**config.mk**
```make
export PLATFORM = sky130hd
export DESIGN_NAME = pps_top
export DESIGN_NICKNAME = d
export VERILOG_FILES = /design/src/inc/pps_pkg.sv /design/src/logic/pps_pin_drv.sv /design/src/logic/pps_top.sv
export SDC_FILE = /design/constraint.sdc
export NUM_CORES = 2
export LEC_CHECK = 0
export BUFFER_PORTS_ARGS = -buffer_cell sky130_fd_sc_hd__clkbuf_2
export CORE_UTILIZATION = 46
export CTS_CLUSTER_DIAMETER = 40
export DETAILED_ROUTE_END_ITERATION = 8
export MAX_ROUTING_LAYER = met4
export SYNTH_ARGS = -nofsm -noshare
export SYNTH_HDL_FRONTEND = slang
export SYNTH_SLANG_ARGS = --single-unit
```
**constraint.sdc**
```tcl
create_clock -name ref_clk_i -period 12.3 [get_ports ref_clk_i]
set_clock_uncertainty 0.05 [all_clocks]
set_input_delay 1.845 -clock ref_clk_i [delete_from_list [all_inputs] [get_ports ref_clk_i]]
set_output_delay 1.845 -clock ref_clk_i [all_outputs]
set_load 0.02 [all_outputs]
```
**src/inc/pps_pkg.sv**
```systemverilog
// How it works
// - One output selection register per pin
// - Direction control keeps governing pin driver enable
// - Sync USART or I2C overrides driver enable
// - Same code table decoded on every pin
// - Six-bit output selection code
// - Signal reaches only its permitted ports
// - Lock flag freezes all selections
// - Flag changes only after 0x55, 0xAA
// - One-shot option comes from fuse input
// - With fuse, lock settable once, never cleared
// - Selection writes ignored while locked
// - Selection reads always return contents
// - Without fuse, each change needs fresh unlock
// - Sleep leaves selections untouched
// - Power-on reset restores default selections
// - Other resets keep selections
// - Power-on reset clears one-shot usage
// - Input code is port high, pin low
`default_nettype none
package pps_pkg;
  localparam int PPS_SEL_W = 6;
  localparam int PPS_NUM_CODES = 40;
  localparam int PPS_PINS_PER_PORT = 8;
  localparam int PPS_PORT_A = 0;
  localparam int PPS_PORT_B = 1;
  localparam int PPS_PORT_C = 2;
  localparam logic [5:0] PPS_CODE_LATCH = 6'h00;
  localparam logic [5:0] PPS_CODE_CLC1 = 6'h01;
  localparam logic [5:0] PPS_CODE_MOD = 6'h1A;
  localparam logic [5:0] PPS_CODE_CCP5 = 6'h27;
  localparam logic [5:0] PPS_OUT_SEL_RST = 6'h00;
  localparam logic [5:0] PPS_IN_SEL_RST = 6'h00;
  localparam logic [7:0] PPS_KEY_FIRST = 8'h55;
  localparam logic [7:0] PPS_KEY_SECOND = 8'hAA;
  localparam int PPS_LOCK_BIT = 0;
  localparam logic [11:0] PPS_OFS_LOCK = 12'h000;
  localparam logic [3:0] PPS_OFS_OUT_PAGE = 4'h1;
  localparam logic [3:0] PPS_OFS_IN_PAGE = 4'h2;
  localparam logic [2:0] PPS_ROUTE_ALL = 3'b111;
  localparam logic [2:0] PPS_ROUTE_AC = 3'b101;
  localparam logic [2:0] PPS_ROUTE_BC = 3'b110;
  localparam logic [2:0] PPS_ROUTE_C = 3'b100;
  localparam logic [2:0] PPS_ROUTE_NONE = 3'b000;

  typedef enum logic [1:0] {PPS_SEQ_IDLE, PPS_SEQ_GOT_FIRST, PPS_SEQ_ARMED} pps_seq_e;

  // Bit n set: code may drive a pin of port n (A, B, C)
  function automatic logic [2:0] pps_route(input logic [5:0] code);
    logic [2:0] r;
    r = PPS_ROUTE_NONE;
    if (code == PPS_CODE_LATCH) begin
      r = PPS_ROUTE_ALL;
    end else if (code == PPS_CODE_MOD) begin
      r = PPS_ROUTE_C;
    end else if (code == 6'h27 || code == 6'h24 || code == 6'h23 || code == 6'h22 || code == 6'h20 ||
                 code == 6'h1F || code == 6'h18 || code == 6'h12 || code == 6'h11 || code == 6'h02 ||
                 code == 6'h01) begin
      r = PPS_ROUTE_AC;
    end else if (code < 6'h28) begin
      r = PPS_ROUTE_BC;
    end
    return r;
  endfunction

  // Serial data/clock outputs whose peripheral may own the driver enable
  function automatic logic pps_ovr_capable(input logic [5:0] code);
    return code == 6'h26 || code == 6'h25 || code == 6'h16 || code == 6'h15 ||
           code == 6'h14 || code == 6'h13 || code == 6'h10 || code == 6'h0F;
  endfunction
endpackage
`default_nettype wire

```
**src/logic/pps_pin_drv.sv**
```systemverilog
`timescale 1ns/10ps
`default_nettype none
module pps_pin_drv #(
  parameter int PORT_ID = 0,
  parameter int NUM_CODES = pps_pkg::PPS_NUM_CODES
) (
  input wire logic ref_clk_i,
  input wire logic reset_i,
  input wire logic [5:0] sel_i,
  input wire logic latch_i,
  input wire logic dir_input_i,
  input wire logic [NUM_CODES-1:0] periph_out_i,
  input wire logic [NUM_CODES-1:0] periph_ovr_i,
  input wire logic [NUM_CODES-1:0] periph_oe_i,
  output logic pin_out_o,
  output logic pin_oe_o
);
  logic out_d;
  logic oe_d;
  logic out_q;
  logic oe_q;
  logic permitted;
  logic [2:0] route_ok;

  always_comb begin
    route_ok = pps_pkg::pps_route(sel_i);
    permitted = route_ok[PORT_ID] && (32'(sel_i) < NUM_CODES);
    out_d = 1'b0;
    oe_d = ~dir_input_i;
    if (sel_i == pps_pkg::PPS_CODE_LATCH) begin
      out_d = latch_i;
    end else if (permitted) begin
      out_d = periph_out_i[sel_i];
      if (pps_pkg::pps_ovr_capable(sel_i) && periph_ovr_i[sel_i]) begin
        oe_d = periph_oe_i[sel_i];
      end
    end
  end

  always_ff @(posedge ref_clk_i or posedge reset_i) begin
    if (reset_i) begin
      out_q <= 1'b0;
      oe_q <= 1'b0;
    end else begin
      out_q <= out_d;
      oe_q <= oe_d;
    end
  end

  assign pin_out_o = out_q;
  assign pin_oe_o = oe_q;
endmodule // pps_pin_drv
`default_nettype wire

```
**src/logic/pps_top.sv**
```systemverilog
`timescale 1ns/10ps
`default_nettype none
module pps_top #(
  parameter int NUM_PINS = 24,
  parameter int NUM_INPUTS = 8,
  parameter int NUM_CODES = pps_pkg::PPS_NUM_CODES
) (
  input wire logic ref_clk_i,
  input wire logic reset_i,
  input wire logic warm_reset_i,
  input wire logic one_shot_lock_fuse_i,
  input wire logic psel_i,
  input wire logic penable_i,
  input wire logic pwrite_i,
  input wire logic [11:0] paddr_i,
  input wire logic [31:0] pwdata_i,
  output logic [31:0] prdata_o,
  output logic pready_o,
  output logic pslverr_o,
  input wire logic [NUM_PINS-1:0] port_latch_i,
  input wire logic [NUM_PINS-1:0] pin_direction_control_i,
  input wire logic [NUM_CODES-1:0] periph_out_i,
  input wire logic [NUM_CODES-1:0] periph_ovr_i,
  input wire logic [NUM_CODES-1:0] periph_oe_i,
  output logic [NUM_PINS-1:0] pin_out_o,
  output logic [NUM_PINS-1:0] pin_oe_o,
  output logic [NUM_INPUTS*6-1:0] in_sel_o,
  output logic selection_lock_flag_o
);
  logic [NUM_PINS-1:0][5:0] out_sel_q;
  logic [NUM_PINS-1:0][5:0] out_sel_d;
  logic [NUM_INPUTS-1:0][5:0] in_sel_q;
  logic [NUM_INPUTS-1:0][5:0] in_sel_d;
  pps_pkg::pps_seq_e seq_q;
  pps_pkg::pps_seq_e seq_d;
  logic lock_q;
  logic lock_d;
  logic used_q;
  logic used_d;
  logic fuse_q;
  logic fuse_d;
  logic fuse_valid_q;
  logic fuse_valid_d;
  logic pready_q;
  logic pready_d;
  logic pslverr_q;
  logic pslverr_d;
  logic [31:0] prdata_q;
  logic [31:0] prdata_d;
  logic [5:0] idx;
  logic hit_lock;
  logic hit_out;
  logic hit_in;
  logic wr_commit;
  logic rd_take;
  logic [7:0] wbyte;

  // Address decode; each register is one aligned word
  always_comb begin
    idx = paddr_i[7:2];
    hit_lock = paddr_i == pps_pkg::PPS_OFS_LOCK;
    hit_out = paddr_i[11:8] == pps_pkg::PPS_OFS_OUT_PAGE && paddr_i[1:0] == 2'b00 && 32'(idx) < NUM_PINS;
    hit_in = paddr_i[11:8] == pps_pkg::PPS_OFS_IN_PAGE && paddr_i[1:0] == 2'b00 && 32'(idx) < NUM_INPUTS;
    wr_commit = psel_i && penable_i && pwrite_i && pready_q;
    rd_take = psel_i && penable_i && !pready_q;
    wbyte = pwdata_i[7:0];
  end

  // Bus answer: one wait cycle, so read data and error are registered with ready
  always_comb begin
    pready_d = rd_take;
    pslverr_d = 1'b0;
    prdata_d = 32'h0000_0000;
    if (rd_take) begin
      pslverr_d = !(hit_lock || hit_out || hit_in);
      if (!pwrite_i) begin
        if (hit_lock) begin
          prdata_d[pps_pkg::PPS_LOCK_BIT] = lock_q;
        end else if (hit_out) begin
          prdata_d[5:0] = out_sel_q[idx];
        end else if (hit_in) begin
          prdata_d[5:0] = in_sel_q[idx];
        end
      end
    end
  end

  always_ff @(posedge ref_clk_i or posedge reset_i) begin
    if (reset_i) begin
      pready_q <= 1'b0;
      pslverr_q <= 1'b0;
      prdata_q <= 32'h0000_0000;
    end else begin
      pready_q <= pready_d;
      pslverr_q <= pslverr_d;
      prdata_q <= prdata_d;
    end
  end

  // Fuse is a configuration bit: caught once after power-on release, then held
  always_comb begin
    fuse_d = fuse_q;
    fuse_valid_d = 1'b1;
    if (!fuse_valid_q) begin
      fuse_d = one_shot_lock_fuse_i;
    end
  end

  always_ff @(posedge ref_clk_i or posedge reset_i) begin
    if (reset_i) begin
      fuse_q <= 1'b0;
      fuse_valid_q <= 1'b0;
    end else begin
      fuse_q <= fuse_d;
      fuse_valid_q <= fuse_valid_d;
    end
  end

  // Unlock tracker and lock flag; any intervening write other than a repeated 0x55 breaks the sequence
  always_comb begin
    seq_d = seq_q;
    lock_d = lock_q;
    used_d = used_q;
    if (wr_commit) begin
      if (hit_lock) begin
        unique case (seq_q)
          pps_pkg::PPS_SEQ_IDLE: begin
            seq_d = (wbyte == pps_pkg::PPS_KEY_FIRST) ? pps_pkg::PPS_SEQ_GOT_FIRST : pps_pkg::PPS_SEQ_IDLE;
          end
          pps_pkg::PPS_SEQ_GOT_FIRST: begin
            if (wbyte == pps_pkg::PPS_KEY_SECOND) begin
              seq_d = pps_pkg::PPS_SEQ_ARMED;
            end else if (wbyte == pps_pkg::PPS_KEY_FIRST) begin
              seq_d = pps_pkg::PPS_SEQ_GOT_FIRST;
            end else begin
              seq_d = pps_pkg::PPS_SEQ_IDLE;
            end
          end
          pps_pkg::PPS_SEQ_ARMED: begin
            seq_d = pps_pkg::PPS_SEQ_IDLE;
            if (!(fuse_q && used_q)) begin
              lock_d = pwdata_i[pps_pkg::PPS_LOCK_BIT];
              if (fuse_q && pwdata_i[pps_pkg::PPS_LOCK_BIT]) begin
                used_d = 1'b1;
              end
            end
          end
        endcase
      end else begin
        seq_d = pps_pkg::PPS_SEQ_IDLE;
      end
    end
    if (warm_reset_i) begin
      seq_d = pps_pkg::PPS_SEQ_IDLE;
    end
  end

  // Only power-on reset clears usage, so the one-shot lock survives warm resets
  always_ff @(posedge ref_clk_i or posedge reset_i) begin
    if (reset_i) begin
      seq_q <= pps_pkg::PPS_SEQ_IDLE;
      lock_q <= 1'b0;
      used_q <= 1'b0;
    end else begin
      seq_q <= seq_d;
      lock_q <= lock_d;
      used_q <= used_d;
    end
  end

  // Selections change only on an unlocked bus write; sleep and warm reset leave them alone
  always_comb begin
    out_sel_d = out_sel_q;
    in_sel_d = in_sel_q;
    if (wr_commit && !lock_q) begin
      if (hit_out) begin
        out_sel_d[idx] = pwdata_i[5:0];
      end
      if (hit_in) begin
        in_sel_d[idx] = pwdata_i[5:0];
      end
    end
  end

  always_ff @(posedge ref_clk_i or posedge reset_i) begin
    if (reset_i) begin
      out_sel_q <= {NUM_PINS{pps_pkg::PPS_OUT_SEL_RST}};
      in_sel_q <= {NUM_INPUTS{pps_pkg::PPS_IN_SEL_RST}};
    end else begin
      out_sel_q <= out_sel_d;
      in_sel_q <= in_sel_d;
    end
  end

  // Pins A0..A7, B0..B7, C0..C7 in order; port decides what may be routed
  for (genvar p = 0; p < NUM_PINS; p++) begin : g_pin
    pps_pin_drv #(
      .PORT_ID(p / pps_pkg::PPS_PINS_PER_PORT),
      .NUM_CODES(NUM_CODES)
    ) u_drv (
      .ref_clk_i(ref_clk_i),
      .reset_i(reset_i),
      .sel_i(out_sel_q[p]),
      .latch_i(port_latch_i[p]),
      .dir_input_i(pin_direction_control_i[p]),
      .periph_out_i(periph_out_i),
      .periph_ovr_i(periph_ovr_i),
      .periph_oe_i(periph_oe_i),
      .pin_out_o(pin_out_o[p]),
      .pin_oe_o(pin_oe_o[p])
    );
  end

  assign in_sel_o = in_sel_q;
  assign selection_lock_flag_o = lock_q;
  assign prdata_o = prdata_q;
  assign pready_o = pready_q;
  assign pslverr_o = pslverr_q;
endmodule // pps_top
`default_nettype wire

```
# --- Word-level counts from Yosys, hierarchy flattened ---
# Cells that the tools add are included.
totals:
  ff_bits: 254
  output_inout_bits: 131
  in_bits: 219
  word_cells: 1549
classes:
  magnitude_cmp: 69
  n_eq_ne: 486
  reduce_logical: 506
  n_bitwise: 25
  n_mux: 375
ops:
  columns: ["op", "n"]
  rows:
  - ["$eq 6x5->1 const B", 240]
  - ["$eq 6x6->1 const B", 168]
  - ["$bmux 1 s6", 72]
  - ["$logic_or 1x1->1", 410]
  - ["$lt 6x6->1 const B", 41]
  - ["$mux 1", 219]
  - ["$lt 6x7->1 const B", 24]
  - ["$bwmux 144", 1]
  - ["$eq 6x1->1 const B", 24]
  - ["$eq 6x2->1 const B", 24]
  - ["$eq 6x4->1 const B", 24]
  - ["$logic_not 6->1", 24]
  - ["$mux 3", 32]
  - ["$mux 2", 36]
  - ["$logic_and 1x1->1", 61]
  - ["$bwmux 48", 1]
  - ["$mux 6", 8]
  - ["$bmux 6 s5", 1]
  - ["$demux 6 s5", 1]
  - ["$not 1->1", 25]
  - ["$bmux 6 s3", 1]
  - ["$demux 6 s3", 1]
  - ["$logic_not 12->1", 1]
  - ["$lt 6x4->1 const B", 2]
  - ["16 further kinds", 20]

# --- Logic depth before layout (Yosys ltp) ---
logic_depth:
  word_depth: 17
  mapped_depth: 10
  depth_no_buf: 6

# --- Cells and area by module ---
# Synthesis repeated with hierarchy kept, for this count alone.
hier_totals:
  hier_cells: 2571
  area_unflattened_um2: 32243.4
modules_own_cells:
  columns: ["mod", "area_each_um2", "cells_each", "n_inst", "seq_area_each_um2"]
  rows:
  - ["pps_top", 9801.9, 715, 1, 5154.9]
  - ["pps_pin_drv (g_pin[10].u_drv ...)", 1147.4, 93, 8, 50.0]
  - ["pps_pin_drv (g_pin[16].u_drv ...)", 1139.8, 92, 8, 50.0]
  - ["pps_pin_drv (g_pin[0].u_drv ...)", 518.0, 47, 8, 50.0]

# --- Worst setup path before layout ---
# No wires, ideal clock.
synth_path:
  path_kind: "in2reg"
  start: "input port paddr_i[1]"
  end: "register in_sel_q (netlist bit in_sel_o[0])"
  path_stages: 6
  required_ns: 12.122
  setup_ns: 0.128
  arrival_ns: 3.671
  slack_ns: 8.452
  path_buffers: 0
  path_cell_list: "or4_4 > or2_1 > nor4b_2 > nand2_1 > nor3_4 > mux2_1"
synth_via:
  elab_chain_cells: 4
synth_lines:
  columns: ["item", "line", "text"]
  rows:
  - ["from (decl)", "pps_top.sv:15", "input wire logic [11:0] paddr_i,"]
  - ["$logic_not 2->1", "pps_top.sv:63", "hit_in = paddr_i[11:8] == pps_pkg::PPS_OFS_IN_PAGE && paddr_i[1:0] == 2'b00 && 32'(idx) < NUM_INPUTS;"]
  - ["$logic_and 1x1->1 (2 in a row)", "pps_top.sv:63", null]
  - ["$reduce_and 2->1 (no line)", null, null]
  - ["to (signal assigned)", "pps_top.sv:188", "in_sel_q <= {NUM_INPUTS{pps_pkg::PPS_IN_SEL_RST}};"]
  - ["to (signal assigned)", "pps_top.sv:191", "in_sel_q <= in_sel_d;"]
  - ["to (decl)", "pps_top.sv:32", "logic [NUM_INPUTS-1:0][5:0] in_sel_q;"]
# Every way passes these cells.
# A chain may end at the register's enable or synchronous reset.

# --- Final worst setup path ---
layout_path:
  start: "input port periph_ovr_i[36]"
  end: "register g_pin[19].u_drv.oe_q"
layout_via:
  elab_chain_cells: 6
layout_lines:
  columns: ["item", "line", "text"]
  rows:
  - ["from (decl)", "pps_top.sv:23", "input wire logic [NUM_CODES-1:0] periph_ovr_i,"]
  - ["$bmux 1 s6", "pps_pin_drv.sv:34", "if (pps_pkg::pps_ovr_capable(sel_i) && periph_ovr_i[sel_i]) begin"]
  - ["$mux 1 (not written as such)", "pps_pin_drv.sv:34", null]
  - ["$logic_and 1x1->1", "pps_pin_drv.sv:34", null]
  - ["$mux 1", "pps_pin_drv.sv:34", null]
  - ["$mux 1", "pps_pin_drv.sv:32", "end else if (permitted) begin"]
  - ["$mux 1", "pps_pin_drv.sv:30", "if (sel_i == pps_pkg::PPS_CODE_LATCH) begin"]
  - ["net g_pin[19].u_drv.oe_d", "pps_pin_drv.sv:19", "logic oe_d;"]
  - ["to (signal assigned)", "pps_pin_drv.sv:43", "oe_q <= 1'b0;"]
  - ["to (signal assigned)", "pps_pin_drv.sv:46", "oe_q <= oe_d;"]
  - ["to (decl)", "pps_pin_drv.sv:21", "logic oe_q;"]
# The timed path passes the listed nets, and every way through them passes these cells. The select of a mux whose other input is x is not followed.

==> results.yml <==
run_status:
  status: "finished clean"
power_and_ir_drop:
  p_leak_nw: 12.6
  pwr-share-comb_pct: 17.6
  ir_drop_mv: 0.139
  switching_power_uw: 934
  seqPwrFrac_pct: 28.3
  powerDensity_mw_per_mm2: 84.2
  p_int_mw: 2.06
  switching_share_pct: 31.1
  pwr-share-clk_pct: 54.1
sta:
  finalSetupViolCount: 0
  worst_slew_pin_slew_ps: 1300
  slew_headroom_pct: 12.4
  final.setup.tns_ps: 0
  rsz0062_at_grt: "no"
  min_period_over_period_pct: 33.0
  period_needed_ps: 4060
  fmax_mhz: 247
  slew_violations: 0
  hold_viol: 0
cts:
  cts_tree: "built"
  post-cts-setup-buffer-count: 0
  numCtsBuffers: 57
  hold_buffers: 0
  clock_path_buffers: 3
  post_cts_resized: 0
  root_buffer: "clkbuf_16"
  clkLatencyLatePin_ps: 650
  clk_pin_slew_ps: 60
  htreeDepth: 2
  clkSinkCount: 254
die:
  coreArea_sq_mm: 0.0704
  rows: 97
  die-width_microns: 270
  io_pins: 350
  dieArea_sq_mm: 0.0727
  start_util_pct: 46.8
  die_h_microns: 270
worst_setup_path:
  rr_endpoint: "g_pin[19].u_drv.pin_oe_o$_DFF_PP0_"
  arrival_ps: 4560
  startpoint_type: "input port"
  cp_slowest_stage_delay_ps: 1070
  cp.required_ps: 12810
  path_max_fanout: 16
  r2r_start: "out_sel_q[114]$_DFFE_PP0P_"
  crit_start: "periph_ovr_i[36]"
  cpMaxStageDelayCell: "nor4_1"
  end_kind: "register"
  rrSetupSlack_ps: 8970
  worstPathCellList: "clkbuf_2 -> mux4_2 -> mux2i_1 -> o32ai_1 -> nor3_1 -> nor4_1 -> mux2i_1"
  crit_end: "g_pin[19].u_drv.pin_oe_o$_DFF_PP0_"
  r2r_cells: 6
  critPathKind: "input port to register"
  crit_path_frequent_cell: "mux2i_1"
drt:
  ant_nets: 0
  routed_wirelength_microns: 138000
  drtIter0Drc: 4641
  drc: 0
  wl_per_cell_microns: 37.1
  viasPerCell: 7.87
  vias: 29200
  drt-pass1-iter-count: 9
hold_path:
  hold_class: "register to register"
  hold_depth: 1
yosys:
  seq_area_frac_synth_pct: 19.3
  syn-instance-count: 2843
  yosysWarnings: 0
  synth_top_flop_cell: "dfrtp_1"
  netlist_area_sq_mm: 0.0329
  synth_edf_count: 0
  ys_ff_latch: 254
  async_flop_share_pct: 100
  syn_avg_cell_area_sq_um: 11.6
  ys_types: 76
placement:
  place.gp.congestion: 0.990
  dp.final_hpwl_microns: 84200
  port_buffers: 299
global_routing:
  grt_pass1_wl_microns: 199000
  grt_max_degree: 156
  first_global_vias: 28500
  grt_usage_pct: 38.4
  antenna_found_initial: 10
  gr-total-overflow: 0
run:
  maxCapViolCount: 0
finish:
  finalCoreUtilization_pct: 50.6
  layout-drive-gt1-share_pct: 47.5
  area_delta_synth_final_pct: 8.08
  final_nets: 2937
## registers in the layout, indices dropped and copies added, names as in the netlist
register and count:
fuse_q 1, fuse_valid_q 1, g_pin.u_drv.pin_oe_o 24, g_pin.u_drv.pin_out_o 24, in_sel_o 48, out_sel_q 144
prdata_o 6, pready_o 1, pslverr_o 1, selection_lock_flag_o 1, seq_q 2, used_q 1
## critical path, delay by kind of cell
kind / cells / cell delay [ps]
AND/OR/NAND/NOR: 2 / 1150
multiplexers: 3 / 730
buffers and inverters: 1 / 580
AO/OA/AOI/OAI: 1 / 230
## power by group through the flow
| stage | registers, mW | clock network, mW | logic (mW) |
|---|---|---|---|
| 6_report | 0.850 | 1.62 | 0.527 |
| 3_5_place_dp | 0.863 | 0 | 0.504 |
| 4_1_cts | 0.850 | 1.64 | 0.505 |
| 2_1_floorplan | 0.863 | 0 | 0.306 |
| 3_3_place_gp | 0.863 | 0 | 0.492 |
| 5_1_grt | 0.850 | 1.68 | 0.531 |
## worst min-delay path by stage
stage | startpoint | endpoint | slack [ps]
2_1_floorplan | used_q$_DFFE_PP0P_ | used_q$_DFFE_PP0P_ | 390
3_3_place_gp | used_q$_DFFE_PP0P_ | used_q$_DFFE_PP0P_ | 400
3_5_place_dp | used_q$_DFFE_PP0P_ | used_q$_DFFE_PP0P_ | 410
4_1_cts | used_q$_DFFE_PP0P_ | used_q$_DFFE_PP0P_ | 430
5_1_grt | used_q$_DFFE_PP0P_ | used_q$_DFFE_PP0P_ | 460
6_report | used_q$_DFFE_PP0P_ | used_q$_DFFE_PP0P_ | 430
## per-stage QoR
step	instances	instance area [sq um]	setup WS, ps	hold WS (ps)	power (mW)
5_1_grt	3709	35600	8230	465	3.06
6_report	3710	35600	8240	428	3.00
3_5_place_dp	3597	33500	7720	411	1.37
4_1_cts	3703	35600	8380	430	3.00
2_1_floorplan	2868	33000	3420	387	1.17
3_3_place_gp	3597	33500	7720	396	1.36
## layer usage
metal | vias up | wire (microns) | global-route usage [%]
met5 | - | 0 | -
met4 | 0 | 9870 | 22.2
met3 | 662 | 18900 | 11.9
met2 | 2623 | 61500 | 56.3
met1 | 14800 | 47400 | 47.0
li1 | 11100 | - | -
## layout by cell type (no fill, tap or decap), types with 13 or more instances in the layout
cell       Yosys  final
a211oi_1      17     17
a21oi_1       42     42
a221oi_1      17     17
a22oi_1       43     43
a31oi_1       40     40
and3_1        13     13
buf_4         80     30
clkbuf_16      0     57
clkbuf_2       0    298
conb_1         2     27
dfrtp_1      254    228
dfrtp_2        0     26
inv_1         54     53
mux2_1        18     18
mux2_2       226    226
mux2i_1      161    161
mux4_2       610    610
nand2_1      197    197
nand2b_1      28     28
nand3_1       51     51
nand4_1       39     39
nand4b_1      14     14
nor2_1        76     76
nor2b_1       42     42
nor3_1        42     42
nor4_1        13     13
o211ai_1      17     17
o21ai_0       74     74
or3_1         14     14
## final cells by class
cell class	count	area (sq um)
Antenna cell	7	17.5
Clock buffer	68	1520
Clock inverter	38	518
Fill cell	6212	34800
Inverter	55	214
Multi-Input combinational cell	2019	24000
Sequential cell	254	6390
Tap cell	940	1180
Timing Repair Buffer	329	1740
## cell families (layout without fill, tap and decap cells)
group,Yosys count,in the layout,synth area share (%)
mux,1015,1015,54.9
simple gates,597,597,9.50
fa+ha+maj,13,13,0.410
other cells,2,34,0.0228
compound gates,359,359,7.59
xor+xnor,8,8,0.213
flops,254,254,19.3
buf+inv,595,490,8.03
## cells in the mapped netlist, types with 11 or more instances
master | n | area (sq um)
maj3_1 | 11 | 110
nor2_1 | 76 | 285
a22oi_1 | 43 | 323
o21ai_0 | 74 | 370
nor3b_1 | 12 | 90.1
inv_1 | 54 | 203
or3_1 | 14 | 87.6
mux2i_1 | 161 | 1610
mux4_2 | 610 | 13700
a211oi_1 | 17 | 128
nand3_1 | 51 | 255
o211ai_1 | 17 | 128
buf_4 | 80 | 601
clkbuf_1 | 339 | 1270
mux2_1 | 18 | 203
a21oi_1 | 42 | 210
nor4bb_1 | 12 | 120
nand4b_1 | 14 | 123
buf_2 | 90 | 450
dfrtp_1 | 254 | 6360
nor2b_1 | 42 | 263
mux2_2 | 226 | 2540
nor3_1 | 42 | 210
nand4_1 | 39 | 244
and3_1 | 13 | 81.3
nor4_1 | 13 | 81.3
buf_1 | 31 | 116
nand2b_1 | 28 | 175
a31oi_1 | 40 | 250
a221oi_1 | 17 | 149
nand2_1 | 197 | 739
No activity file was read; power rests on OpenSTA's default activity.
